<file path="config.mk">
export PLATFORM = sky130hd
export DESIGN_NAME = led_pwm_channel_core
export DESIGN_NICKNAME = d
export VERILOG_FILES = /design/src/core/led_pwm_pkg.sv /design/src/core/led_pwm_channel_core.sv /design/src/core/led_pwm_compare.sv
export SDC_FILE = /design/constraint.sdc
export NUM_CORES = 2
export LEC_CHECK = 0
export ABC_AREA = 1
export BUFFER_PORTS_ARGS = -buffer_cell sky130_fd_sc_hd__buf_2
export CAP_MARGIN = 10
export CELL_PAD_IN_SITES_DETAIL_PLACEMENT = 1
export CELL_PAD_IN_SITES_GLOBAL_PLACEMENT = 2
export CORE_AREA = 2 2 428 260
export DETAILED_ROUTE_END_ITERATION = 10
export DIE_AREA = 0 0 430 262
export PLACE_DENSITY = 0.86
export SYNTH_ARGS = -nofsm -noshare
export SYNTH_HDL_FRONTEND = slang
export SYNTH_SLANG_ARGS = --single-unit
</file>
<file path="constraint.sdc">
create_clock -name ref_clk -period 5.1 [get_ports ref_clk]
set_input_delay 1.53 -clock ref_clk [delete_from_list [all_inputs] [get_ports ref_clk]]
set_output_delay 1.53 -clock ref_clk [all_outputs]
set_load 0.005 [all_outputs]
</file>
<file path="src/core/led_pwm_pkg.sv">
/*
  Shared constants and carrier types for the LED PWM channel core.
  Assumes a 40 MHz reference clock and a byte-wide register write port
  driven by a serial slave decoder outside this core.
*/
package led_pwm_pkg;

  localparam int unsigned CHANNELS     = 36;
  localparam int unsigned REF_CLK_HZ   = 40_000_000;
  localparam int unsigned PWM_STEPS    = 256;
  localparam int unsigned FREQ_LOW_HZ  = 3_000;
  localparam int unsigned FREQ_HIGH_HZ = 22_000;
  localparam int unsigned PRESC_LOW    = REF_CLK_HZ / (FREQ_LOW_HZ * PWM_STEPS);
  localparam int unsigned PRESC_HIGH   = REF_CLK_HZ / (FREQ_HIGH_HZ * PWM_STEPS);
  localparam int unsigned PRESC_W      = 8;
  localparam logic [PRESC_W-1:0] PRESC_LOW_CYC  = PRESC_W'(PRESC_LOW);
  localparam logic [PRESC_W-1:0] PRESC_HIGH_CYC = PRESC_W'(PRESC_HIGH);

  localparam logic [7:0] ADDR_SHUTDOWN   = 8'h00;
  localparam logic [7:0] ADDR_DUTY_FIRST = 8'h01;
  localparam logic [7:0] ADDR_DUTY_LAST  = 8'h24;
  localparam logic [7:0] ADDR_UPDATE     = 8'h25;
  localparam logic [7:0] ADDR_CTRL_FIRST = 8'h26;
  localparam logic [7:0] ADDR_CTRL_LAST  = 8'h49;
  localparam logic [7:0] ADDR_GLOBAL     = 8'h4A;
  localparam logic [7:0] ADDR_FREQ       = 8'h4B;
  localparam logic [7:0] ADDR_RESET      = 8'h4F;
  localparam logic [7:0] CMD_TRIGGER     = 8'h00;

  localparam int unsigned BIT_ENABLE     = 0;
  localparam int unsigned BIT_ON         = 0;
  localparam int unsigned SCALE_LSB      = 1;
  localparam int unsigned SCALE_MSB      = 2;
  localparam logic [7:0] RESET_BYTE      = 8'h00;
  localparam logic [PRESC_W-1:0] PRESC_RESET = 8'h00;

  typedef enum logic [1:0] {
    SCALE_FULL,
    SCALE_HALF,
    SCALE_THIRD,
    SCALE_QUARTER
  } current_scale_t;

  typedef struct packed {
    logic       write;
    logic [7:0] addr;
    logic [7:0] data;
  } reg_write_t;

  typedef struct packed {
    logic [7:0] duty;
    logic [1:0] current_scale;
    logic       on;
  } channel_cfg_t;

endpackage

</file>
<file path="src/core/led_pwm_channel_core.sv">
/*
  Output control core of a 36 channel LED current sink driver: register file,
  shadow update, shutdown gating and synchronised PWM generation.
  The global bits (soft shutdown, global disable, rate select) act at once;
  duty and channel control bytes wait in a shadow copy until the update
  command, so a host can rewrite many channels and switch them in one cycle.
  All channels compare one shared counter, so every lit output turns on at
  the same edge at the start of each period.
  Current scaling is only reported per channel on current_scale; the analog
  sinks that apply it sit outside this core.
  Assumes register writes arrive as single-cycle strobes on ref_clk from a
  serial slave, and that the shutdown pin is asynchronous to ref_clk.
  Assumes ref_clk runs at 40 MHz; the rate prescaler is fixed for that clock.
*/
//
// Function
// - A global disable bit of 1 forces every LED output off, 0 lets them run.
// - Bit 0 of the frequency register selects a common 3 kHz (0) or 22 kHz (1) PWM rate.
// - After reset the PWM rate is 3 kHz until software changes it.
// - Writing zero to the reset register at 4Fh returns every register to its default.
// - At power-up every register holds its default so all LEDs are dark.
// - Each of 36 channels takes brightness from its own 8-bit duty register at 01h to 24h.
// - Each channel takes its current level from the scale field of its own control register.
// - Register contents are kept unchanged during any shutdown mode.
// - A soft shutdown bit of 0 switches off all channel current sinks.
// - The device enters hardware shutdown whenever the shutdown pin is low.
// - All channel waveforms are synchronised and turn on together at each period start.
// - Duty and control writes stay in shadow storage until zero is written to 25h.
// - Control bit 0 turns a channel on, bits 2:1 select full, half, third or quarter current.
`timescale 1ns/10ps
`default_nettype none
module led_pwm_channel_core (
  input  wire logic                                   ref_clk,
  input  wire logic                                   sys_rst,
  input  wire led_pwm_pkg::reg_write_t                reg_wr,
  input  wire logic                                   shutdown_pin_n,
  output logic [led_pwm_pkg::CHANNELS-1:0]            led_sink_outputs,
  output logic [led_pwm_pkg::CHANNELS-1:0][1:0]       current_scale,
  output logic                                        soft_shutdown_n,
  output logic                                        pwm_freq_select,
  output logic                                        hw_shutdown
);
  import led_pwm_pkg::*;

  ////////////////////////////////////////////////////////////////////////////
  // Pin synchroniser.
  // The first flop may go metastable; only the second one is read below.
  logic sd_meta_reg;
  logic sd_sync_reg;
  logic sd_meta_next;
  logic sd_sync_next;

  always_comb begin
    sd_meta_next = shutdown_pin_n;
    sd_sync_next = sd_meta_reg;
  end

  always_ff @(posedge ref_clk) begin
    if (sys_rst) begin
      sd_meta_reg <= 1'b0;
      sd_sync_reg <= 1'b0;
    end else begin
      sd_meta_reg <= sd_meta_next;
      sd_sync_reg <= sd_sync_next;
    end
  end

  ////////////////////////////////////////////////////////////////////////////
  // Write decode shared by the global bits and the channel slices.
  logic       wr_shutdown;
  logic       wr_global;
  logic       wr_freq;
  logic       wr_duty;
  logic       wr_ctrl;

  logic       cmd_reset;
  logic       cmd_update;

  logic [7:0] duty_idx;
  logic [7:0] ctrl_idx;

  always_comb begin
    // Offsets into the channel array; only valid while the range test holds.
    duty_idx    = reg_wr.addr - ADDR_DUTY_FIRST;
    ctrl_idx    = reg_wr.addr - ADDR_CTRL_FIRST;
    wr_shutdown = reg_wr.write && (reg_wr.addr == ADDR_SHUTDOWN);
    wr_global   = reg_wr.write && (reg_wr.addr == ADDR_GLOBAL);
    wr_freq     = reg_wr.write && (reg_wr.addr == ADDR_FREQ);
    wr_duty     = reg_wr.write && (reg_wr.addr >= ADDR_DUTY_FIRST) && (reg_wr.addr <= ADDR_DUTY_LAST);
    wr_ctrl     = reg_wr.write && (reg_wr.addr >= ADDR_CTRL_FIRST) && (reg_wr.addr <= ADDR_CTRL_LAST);
    // Unmapped addresses fall through every decode.
    // The update and reset commands act only on a data byte of zero.
    cmd_reset   = reg_wr.write && (reg_wr.addr == ADDR_RESET) && (reg_wr.data == CMD_TRIGGER);
    cmd_update  = reg_wr.write && (reg_wr.addr == ADDR_UPDATE) && (reg_wr.data == CMD_TRIGGER);
  end

  ////////////////////////////////////////////////////////////////////////////
  // Global control bits. Writes land in every shutdown mode and only the
  // reset command or sys_rst clears them.
  // A global disable of 1 darkens every channel but leaves all settings alone.
  logic soft_on_reg;
  logic soft_on_next;
  logic gdis_reg;
  logic gdis_next;
  logic freq_reg;
  logic freq_next;

  always_comb begin
    soft_on_next = soft_on_reg;
    gdis_next    = gdis_reg;
    freq_next    = freq_reg;
    if (wr_shutdown) begin
      soft_on_next = reg_wr.data[BIT_ENABLE];
    end
    if (wr_global) begin
      gdis_next = reg_wr.data[BIT_ENABLE];
    end
    if (wr_freq) begin
      freq_next = reg_wr.data[BIT_ENABLE];
    end
    // The reset command outranks any other effect in the same cycle.
    if (cmd_reset) begin
      soft_on_next = RESET_BYTE[0];
      gdis_next    = RESET_BYTE[0];
      freq_next    = RESET_BYTE[0];
    end
  end

  // sys_rst gives the power-up defaults: nothing lit and the low rate.
  always_ff @(posedge ref_clk) begin
    if (sys_rst) begin
      soft_on_reg <= RESET_BYTE[0];
      gdis_reg    <= RESET_BYTE[0];
      freq_reg    <= RESET_BYTE[0];
    end else begin
      soft_on_reg <= soft_on_next;
      gdis_reg    <= gdis_next;
      freq_reg    <= freq_next;
    end
  end

  ////////////////////////////////////////////////////////////////////////////
  // Shadow and applied settings, one slice per channel. Only the applied copy
  // reaches the comparators, so host writes never show up mid-update.
  // Slices run from channel 1 at index 0 up to channel 36 at index 35.
  channel_cfg_t shadow_reg  [CHANNELS];
  channel_cfg_t applied_reg [CHANNELS];

  genvar rc;
  generate
    for (rc = 0; rc < CHANNELS; rc++) begin : g_regs
      channel_cfg_t shadow_next;
      channel_cfg_t applied_next;

      // Comparing the offset with the slice number keeps each write to one slice.
      always_comb begin
        shadow_next  = shadow_reg[rc];
        applied_next = applied_reg[rc];
        if (wr_duty && (duty_idx == 8'(rc))) begin
          shadow_next.duty = reg_wr.data;
        end
        if (wr_ctrl && (ctrl_idx == 8'(rc))) begin
          shadow_next.on            = reg_wr.data[BIT_ON];
          shadow_next.current_scale = reg_wr.data[SCALE_MSB:SCALE_LSB];
        end
        // The update copies the shadow as it stood before a same-cycle write.
        if (cmd_update) begin
          applied_next = shadow_reg[rc];
        end
        // A reset command clears both copies, so no stale setting applies later.
        if (cmd_reset) begin
          shadow_next  = '0;
          applied_next = '0;
        end
      end

      // Each slice owns its own elements, so no two processes drive one variable.
      always_ff @(posedge ref_clk) begin
        if (sys_rst) begin
          shadow_reg[rc]  <= '0;
          applied_reg[rc] <= '0;
        end else begin
          shadow_reg[rc]  <= shadow_next;
          applied_reg[rc] <= applied_next;
        end
      end
    end
  endgenerate

  ////////////////////////////////////////////////////////////////////////////
  // Prescaler that sets the PWM rate. A rate change takes effect at the next
  // compare without restarting the counter; the >= catches a prescaler that
  // sits above the new, shorter top.
  // At 40 MHz the low rate divides by 52 and the high rate by 7, giving about
  // 3.0 kHz and 22.3 kHz; the integer division rounds toward the faster side.
  logic [PRESC_W-1:0] presc_reg;
  logic [PRESC_W-1:0] presc_next;
  logic [PRESC_W-1:0] presc_top;

  logic               presc_wrap;

  always_comb begin
    presc_top  = freq_reg ? PRESC_HIGH_CYC : PRESC_LOW_CYC;
    presc_wrap = (presc_reg >= presc_top - 8'h01);
    presc_next = presc_reg + 8'h01;
    if (presc_wrap) begin
      presc_next = PRESC_RESET;
    end
  end

  always_ff @(posedge ref_clk) begin
    if (sys_rst) begin
      presc_reg <= PRESC_RESET;
    end else begin
      presc_reg <= presc_next;
    end
  end

  ////////////////////////////////////////////////////////////////////////////
  // Free-running PWM counter shared by every channel.
  // The wrap from 255 to 0 starts every PWM period.
  // A duty of 0 never lights and 255 lights for all but one count.
  logic [7:0] count_reg;
  logic [7:0] count_next;

  always_comb begin
    count_next = count_reg;
    if (presc_wrap) begin
      count_next = count_reg + 8'h01;
    end
  end

  always_ff @(posedge ref_clk) begin
    if (sys_rst) begin
      count_reg <= 8'h00;
    end else begin
      count_reg <= count_next;
    end
  end

  ////////////////////////////////////////////////////////////////////////////
  // Output gate and registered status copies.
  logic run_gate;

  logic hw_sd_reg;
  logic hw_sd_next;
  logic soft_out_reg;
  logic soft_out_next;
  logic freq_out_reg;
  logic freq_out_next;

  always_comb begin
    // Gate off on soft shutdown, pin low or global disable.
    run_gate      = soft_on_reg && sd_sync_reg && !gdis_reg;
    hw_sd_next    = !sd_sync_reg;
    soft_out_next = soft_on_reg;
    freq_out_next = freq_reg;
  end

  // hw_shutdown starts high because the synchroniser resets to pin low.
  always_ff @(posedge ref_clk) begin
    if (sys_rst) begin
      hw_sd_reg    <= 1'b1;
      soft_out_reg <= 1'b0;
      freq_out_reg <= 1'b0;
    end else begin
      hw_sd_reg    <= hw_sd_next;
      soft_out_reg <= soft_out_next;
      freq_out_reg <= freq_out_next;
    end
  end

  // Status outputs lag their registers by one cycle, like the sink outputs.
  // current_scale keeps driving in shutdown; only the sink outputs are gated.
  assign hw_shutdown     = hw_sd_reg;
  assign soft_shutdown_n = soft_out_reg;
  assign pwm_freq_select = freq_out_reg;

  ////////////////////////////////////////////////////////////////////////////
  // Per-channel comparators, all fed by one counter. Each registers its own
  // output, so the 36 sink outputs change on one common edge, one cycle after
  // the counter, and the scales one cycle after the applied copy.
  genvar ch;
  generate
    for (ch = 0; ch < CHANNELS; ch++) begin : g_chan
      led_pwm_compare u_cmp (
        .ref_clk   (ref_clk),
        .sys_rst   (sys_rst),
        .pwm_count (count_reg),
        .run_gate  (run_gate),
        .cfg       (applied_reg[ch]),
        .sink_on   (led_sink_outputs[ch]),
        .scale     (current_scale[ch])
      );
    end
  endgenerate

endmodule // led_pwm_channel_core
`default_nettype wire

</file>
<file path="src/core/led_pwm_compare.sv">
/*
  One PWM comparator per channel with registered output.
  Assumes the shared counter and a gate that is high when outputs may run.
*/
`timescale 1ns/10ps
`default_nettype none
module led_pwm_compare (
  input  wire logic                    ref_clk,
  input  wire logic                    sys_rst,
  input  wire logic [7:0]              pwm_count,
  input  wire logic                    run_gate,
  input  wire led_pwm_pkg::channel_cfg_t cfg,
  output logic                         sink_on,
  output logic [1:0]                   scale
);
  import led_pwm_pkg::*;

  logic       sink_on_next;
  logic [1:0] scale_next;

  always_comb begin
    sink_on_next = run_gate && cfg.on && (pwm_count < cfg.duty);
    scale_next   = cfg.current_scale;
  end

  always_ff @(posedge ref_clk) begin
    if (sys_rst) begin
      sink_on <= 1'b0;
      scale   <= 2'b00;
    end else begin
      sink_on <= sink_on_next;
      scale   <= scale_next;
    end
  end
endmodule // led_pwm_compare
`default_nettype wire

</file>
* Word level (Yosys, flattened, before mapping)
Memory sizes are Yosys's and may differ from the RTL's.
Index checks and enable logic that the tools add are counted.
** Word-level totals
- Word-level logic and storage cells :: 697
- Memories kept :: 2
- Output and inout bits :: 111
- Register bits :: 132
- Bits in writable memories :: 792
** Operators by class
- Bitwise operators :: 72
- Muxes and demuxes :: 256
- Equal/unequal tests :: 74
- Reductions and logical operators :: 165
- $lt $le $gt $ge :: 41
- $add $sub $neg :: 5
** Memories
- applied_reg :: depth 36, width 11, rd ports 36, clocked after Yosys merged registers in 0, write ports 36, line led_pwm_channel_core.sv:147 : channel_cfg_t applied_reg [CHANNELS];
- shadow_reg :: depth 36, width 11, rd ports 36, clocked after Yosys merged registers in 0, write ports 36, line led_pwm_channel_core.sv:146 : channel_cfg_t shadow_reg [CHANNELS];
** Operators with widths (count)
- $mux 11 :: 180
- $lt 8x8->1 :: 36
- $mux 8 :: 36
- $eq 8x5->1 const B :: 32
- $logic_and 1x1->1 :: 157
- $eq 8x4->1 const B :: 16
- $mux 3 :: 36
- $eq 8x6->1 const B :: 9
- $or 1x1->1 :: 72
- $eq 8x3->1 const B :: 8
- $eq 8x2->1 const B :: 4
- $logic_not 8->1 :: 4
- $eq 8x7->1 const B :: 3
- $add 8x1->8 const B :: 2
- $eq 8x1->1 const B :: 2
- $ge 8x1->1 const B :: 1
- $ge 8x6->1 const B :: 1
- $ge 8x8->1 :: 1
- $le 8x6->1 const B :: 1
- $le 8x7->1 const B :: 1
- $sub 8x1->8 const B :: 1
- $sub 8x6->8 const B :: 1
- $sub 6x1->7 const B :: 1
- $mux 6 :: 1
- 3 further kinds :: 7

* Longest topological paths before layout
- Depth in word-level cells :: 7
- Gate-level depth with buffers :: 15
- Depth with buffers taken out :: 13

* Cells and area by module
Synthesis repeated with hierarchy kept, for this count alone.
** Unflattened totals
- Cells, all modules :: 5910
- Area total of the unflattened synthesis :: 43026.3 um^2
** Modules (own cells, without submodules)
- led_pwm_channel_core :: times used 1, area each 33071.7 um^2, cells an instance 4398, sequential area each 16335.7 um^2
- led_pwm_compare :: times used 36, area each 276.5 um^2, cells an instance 42, sequential area each 60.1 um^2

* Worst setup path after synthesis
No wires, ideal clock.
- Path type :: input-to-reg
- From :: in reg_wr[10] (netlist name)
- To :: mem shadow_reg[7][37] (netlist name)
- Library setup time :: 112 ps
- Data arrival time :: 2967 ps
- Setup slack :: 2021 ps
- Stages on the path :: 13
- Buffers on the path :: 1
- Cells stage by stage :: inv_2 -> ha_1 -> nand2_1 -> nand2_1 -> nor2_1 -> nor2_1 -> nor2_2 -> nand2_1 -> nor2_2 -> buf_2 -> nand3_1 -> nand2_1 -> nor2_1
** RTL lines
- start: declaration :: line led_pwm_channel_core.sv:35 : input wire led_pwm_pkg::reg_write_t reg_wr,
- end: declaration :: line led_pwm_channel_core.sv:146

==> run summary <==
post-synth top area share = 0.438
post-synthesis cell type count = 35
Tightest Pin Transition = 0.998 ns
Max Cap Viol = 0
Sink Count = 924
period utilization = 0.687
critical path type = primary input to flop
CTS clk-pin slew, worst paths = 0.06 ns
Yosys top cell by area = dfxtp_1
Critical Path Fanout Max = 13
total track usage = 0.243
# setup viols final = 0
Leak = 23.5 nW
Synth Flop Type = dfxtp_1
root buf cell = clkbuf_16
fraction of registers with async set/reset = 0
largest net degree at the start of global routing = 186
Mean Syn Cell Area = 6.95 µm²
hold path depth = 2
worst skew pair latency = 0.73 ns
Synthesis Warnings = 0
RD Place Congestion = 0.925
DRC = 0
Layout Nets = 6295
synthesized instance count = 6073
Initial Util = 0.388
die area = 0.113 mm²
total congestion overflow = 0
fmax = 285 MHz
post-CTS setup buffers = 0
most frequent cells in the layout = 1726 x nor2_1, 1422 x nand2_1, 916 x dfxtp_1
Post-CTS Resized = 0
row cnt = 94
Slew headroom = 0.335
Min-Delay Endpoint = sd_sync_reg
Power Dens Cells = 333 mW/mm²
worst vdd ir = 0.220 mV
Critical Path RT = 5.70 ns
I/O pin count = 131
Critical Path End Type = flop
number of global-route vias before repair = 36.7k
CTS tree = yes
R2R Path End = g_chan[19].u_cmp.sink_on
FILL cells = 13.8k
Antenna Violating Nets Remaining = 0
synth top area cells = dfxtp_1 44%, nor2_1 15%, nand2_1 13%
Final TNS setup = 0 ns
Finished Core Util = 0.434
critical path arrival = 4.10 ns
Worst R2R Start = count_reg[3]
Hold Crit Start = sd_meta_reg
post-DP HPWL = 84.7 mm
number of hold violations in the final report = 0
RSZ-0062 raised after global routing = false
area taken by multi-input logic gates = 0.0201 mm²
Die H = 262 µm
dpl cells = 7358
DRT Wirelength = 138 mm
CTS hold repair buffers = 0
die width = 430 µm
DR iter-0 viols = 2364
Port Buf Inserts = 130
sequential cell area = 0.0185 mm²
Critical Path Source Type = primary input
via count = 37.3k
WL/cell = 18.3 µm
Slew Viols, Final = 0
Worst R2R Setup Slack = 2.56 ns
Tmin final = 3.50 ns
cells on worst reg2reg path = 7
Clock Skews = 0.0305 ns
core area = 0.109 mm²
CP startpoint = reg_wr[10]
Finished Layout Cells = 7538
FF+latch count, synth = 924
EDFF count, synth = 0
commonest non-fill, non-tap cell in the layout = nor2_1
Seq/Total Area, Yosys = 0.438
TritonCTS Buffers = 94
Hold Crit Class = flop to flop
Pre-antenna DRT Iters = 5
initial antenna violation count = 4
via/cell ratio = 4.95
Mapped Area = 0.0422 mm²
first-pass GRT wire length = 215 mm
status = finished, final reports clean
area grow syn2layout = 12.0%
H-tree depth = 3
share of layout cells above drive strength 1 = 0.0756
Mapped Nets = 6354
Max clock buf depth = 3
==> cells by family after synthesis <==
group           synth area share
xor+xnor                 0.00225
other cells            0.0000889
flops                      0.438
buf+inv                   0.0864
fa+ha+maj                 0.0774
compound gates            0.0411
simple gates               0.354
==> final cells by class <==
type / instances / share of cell area
clock inverter: 32 / 0.0115
inverter: 508 / 0.0404
sequential: 924 / 0.392
timing repair buffer: 206 / 0.0312
multi-input combinational: 4280 / 0.426
tap: 1440 / 0.0381
clock buffer: 144 / 0.0612
antenna: 4 / 0.000212
==> Yosys cell counts (2+ instances only) <==
master and n:
buf_1 33, ha_1 261, nor4_1 3, buf_2 131, nor3_1 4, nand3_1 455, a21oi_1 150, nor3b_1 2
o21ai_1 2, a21o_1 32, dfxtp_1 924, nand3_2 3, inv_2 13, inv_1 491, a31oi_1 36, o21ai_0 43
xnor2_1 2, clkinv_1 4, nand2_1 1422, buf_4 53, clkbuf_1 142, nand2_4 3, xor2_1 7, nand4_1 25
nor2_2 18, nor2_1 1729, a211oi_1 37, nor2_4 41
==> how the worst max path moves through the flow <==
stage,cells past startpoint,slack [ns],endpoint
CTS,10,1.67,shadow_reg[0][27]
floorplan,13,2.02,shadow_reg[7][37]
global placement,10,0.96,shadow_reg[0][14]
finish,15,1.60,shadow_reg[8][30]
detailed placement,10,0.92,shadow_reg[0][14]
global route,10,1.37,shadow_reg[0][27]
==> where the power goes <==
part           internal (mW)  switching (mW)  total [mW]  leakage, nW
Combinational          0.173           0.565       0.739         14.3
Sequential              7.22          0.0350        7.25         7.44
Clock                   4.54            3.18        7.72         1.68
==> critical path: stages <==
cell and delay, ns:
buf_2 0.14, inv_2 0.16, ha_1 0.17, nand2_1 0.07
nand2_1 0.18, nor2_1 0.13, nor2_1 0.23, nand2_1 0.22
inv_2 0.13, nand2_1 0.07, nor2_2 0.50, buf_4 0.33
nand3_1 0.09, nand2_1 0.10, nor2_1 0.05
==> per-stage QoR <==
step	total power [mW]	cell area, µm²	setup slack [ns]	hold WS, ns
after floorplan	7.87	42200	2.02	0.366
after global placement	8.14	43800	0.963	0.398
after detailed placement	8.15	43800	0.923	0.401
after CTS	15.9	47200	1.67	0.416
after global routing	16.3	47200	1.37	0.434
final	15.7	47300	1.60	0.410
==> metal layers <==
| layer | vias to the layer above | wire, µm | part of all wire | GRT usage |
|---|---|---|---|---|
| met2 | 544 | 59300 | 0.43 | 0.379 |
| met1 | 18000 | 71100 | 0.51 | 0.360 |
| li1 | 18600 | - | - | - |
| met3 | 173 | 5350 | 0.039 | 0.0317 |
| met4 | 0 | 2410 | 0.017 | 0.0502 |
| met5 | - | 0 | 0 | 0 |
Note: power is estimated with default switching activity, not from simulation.
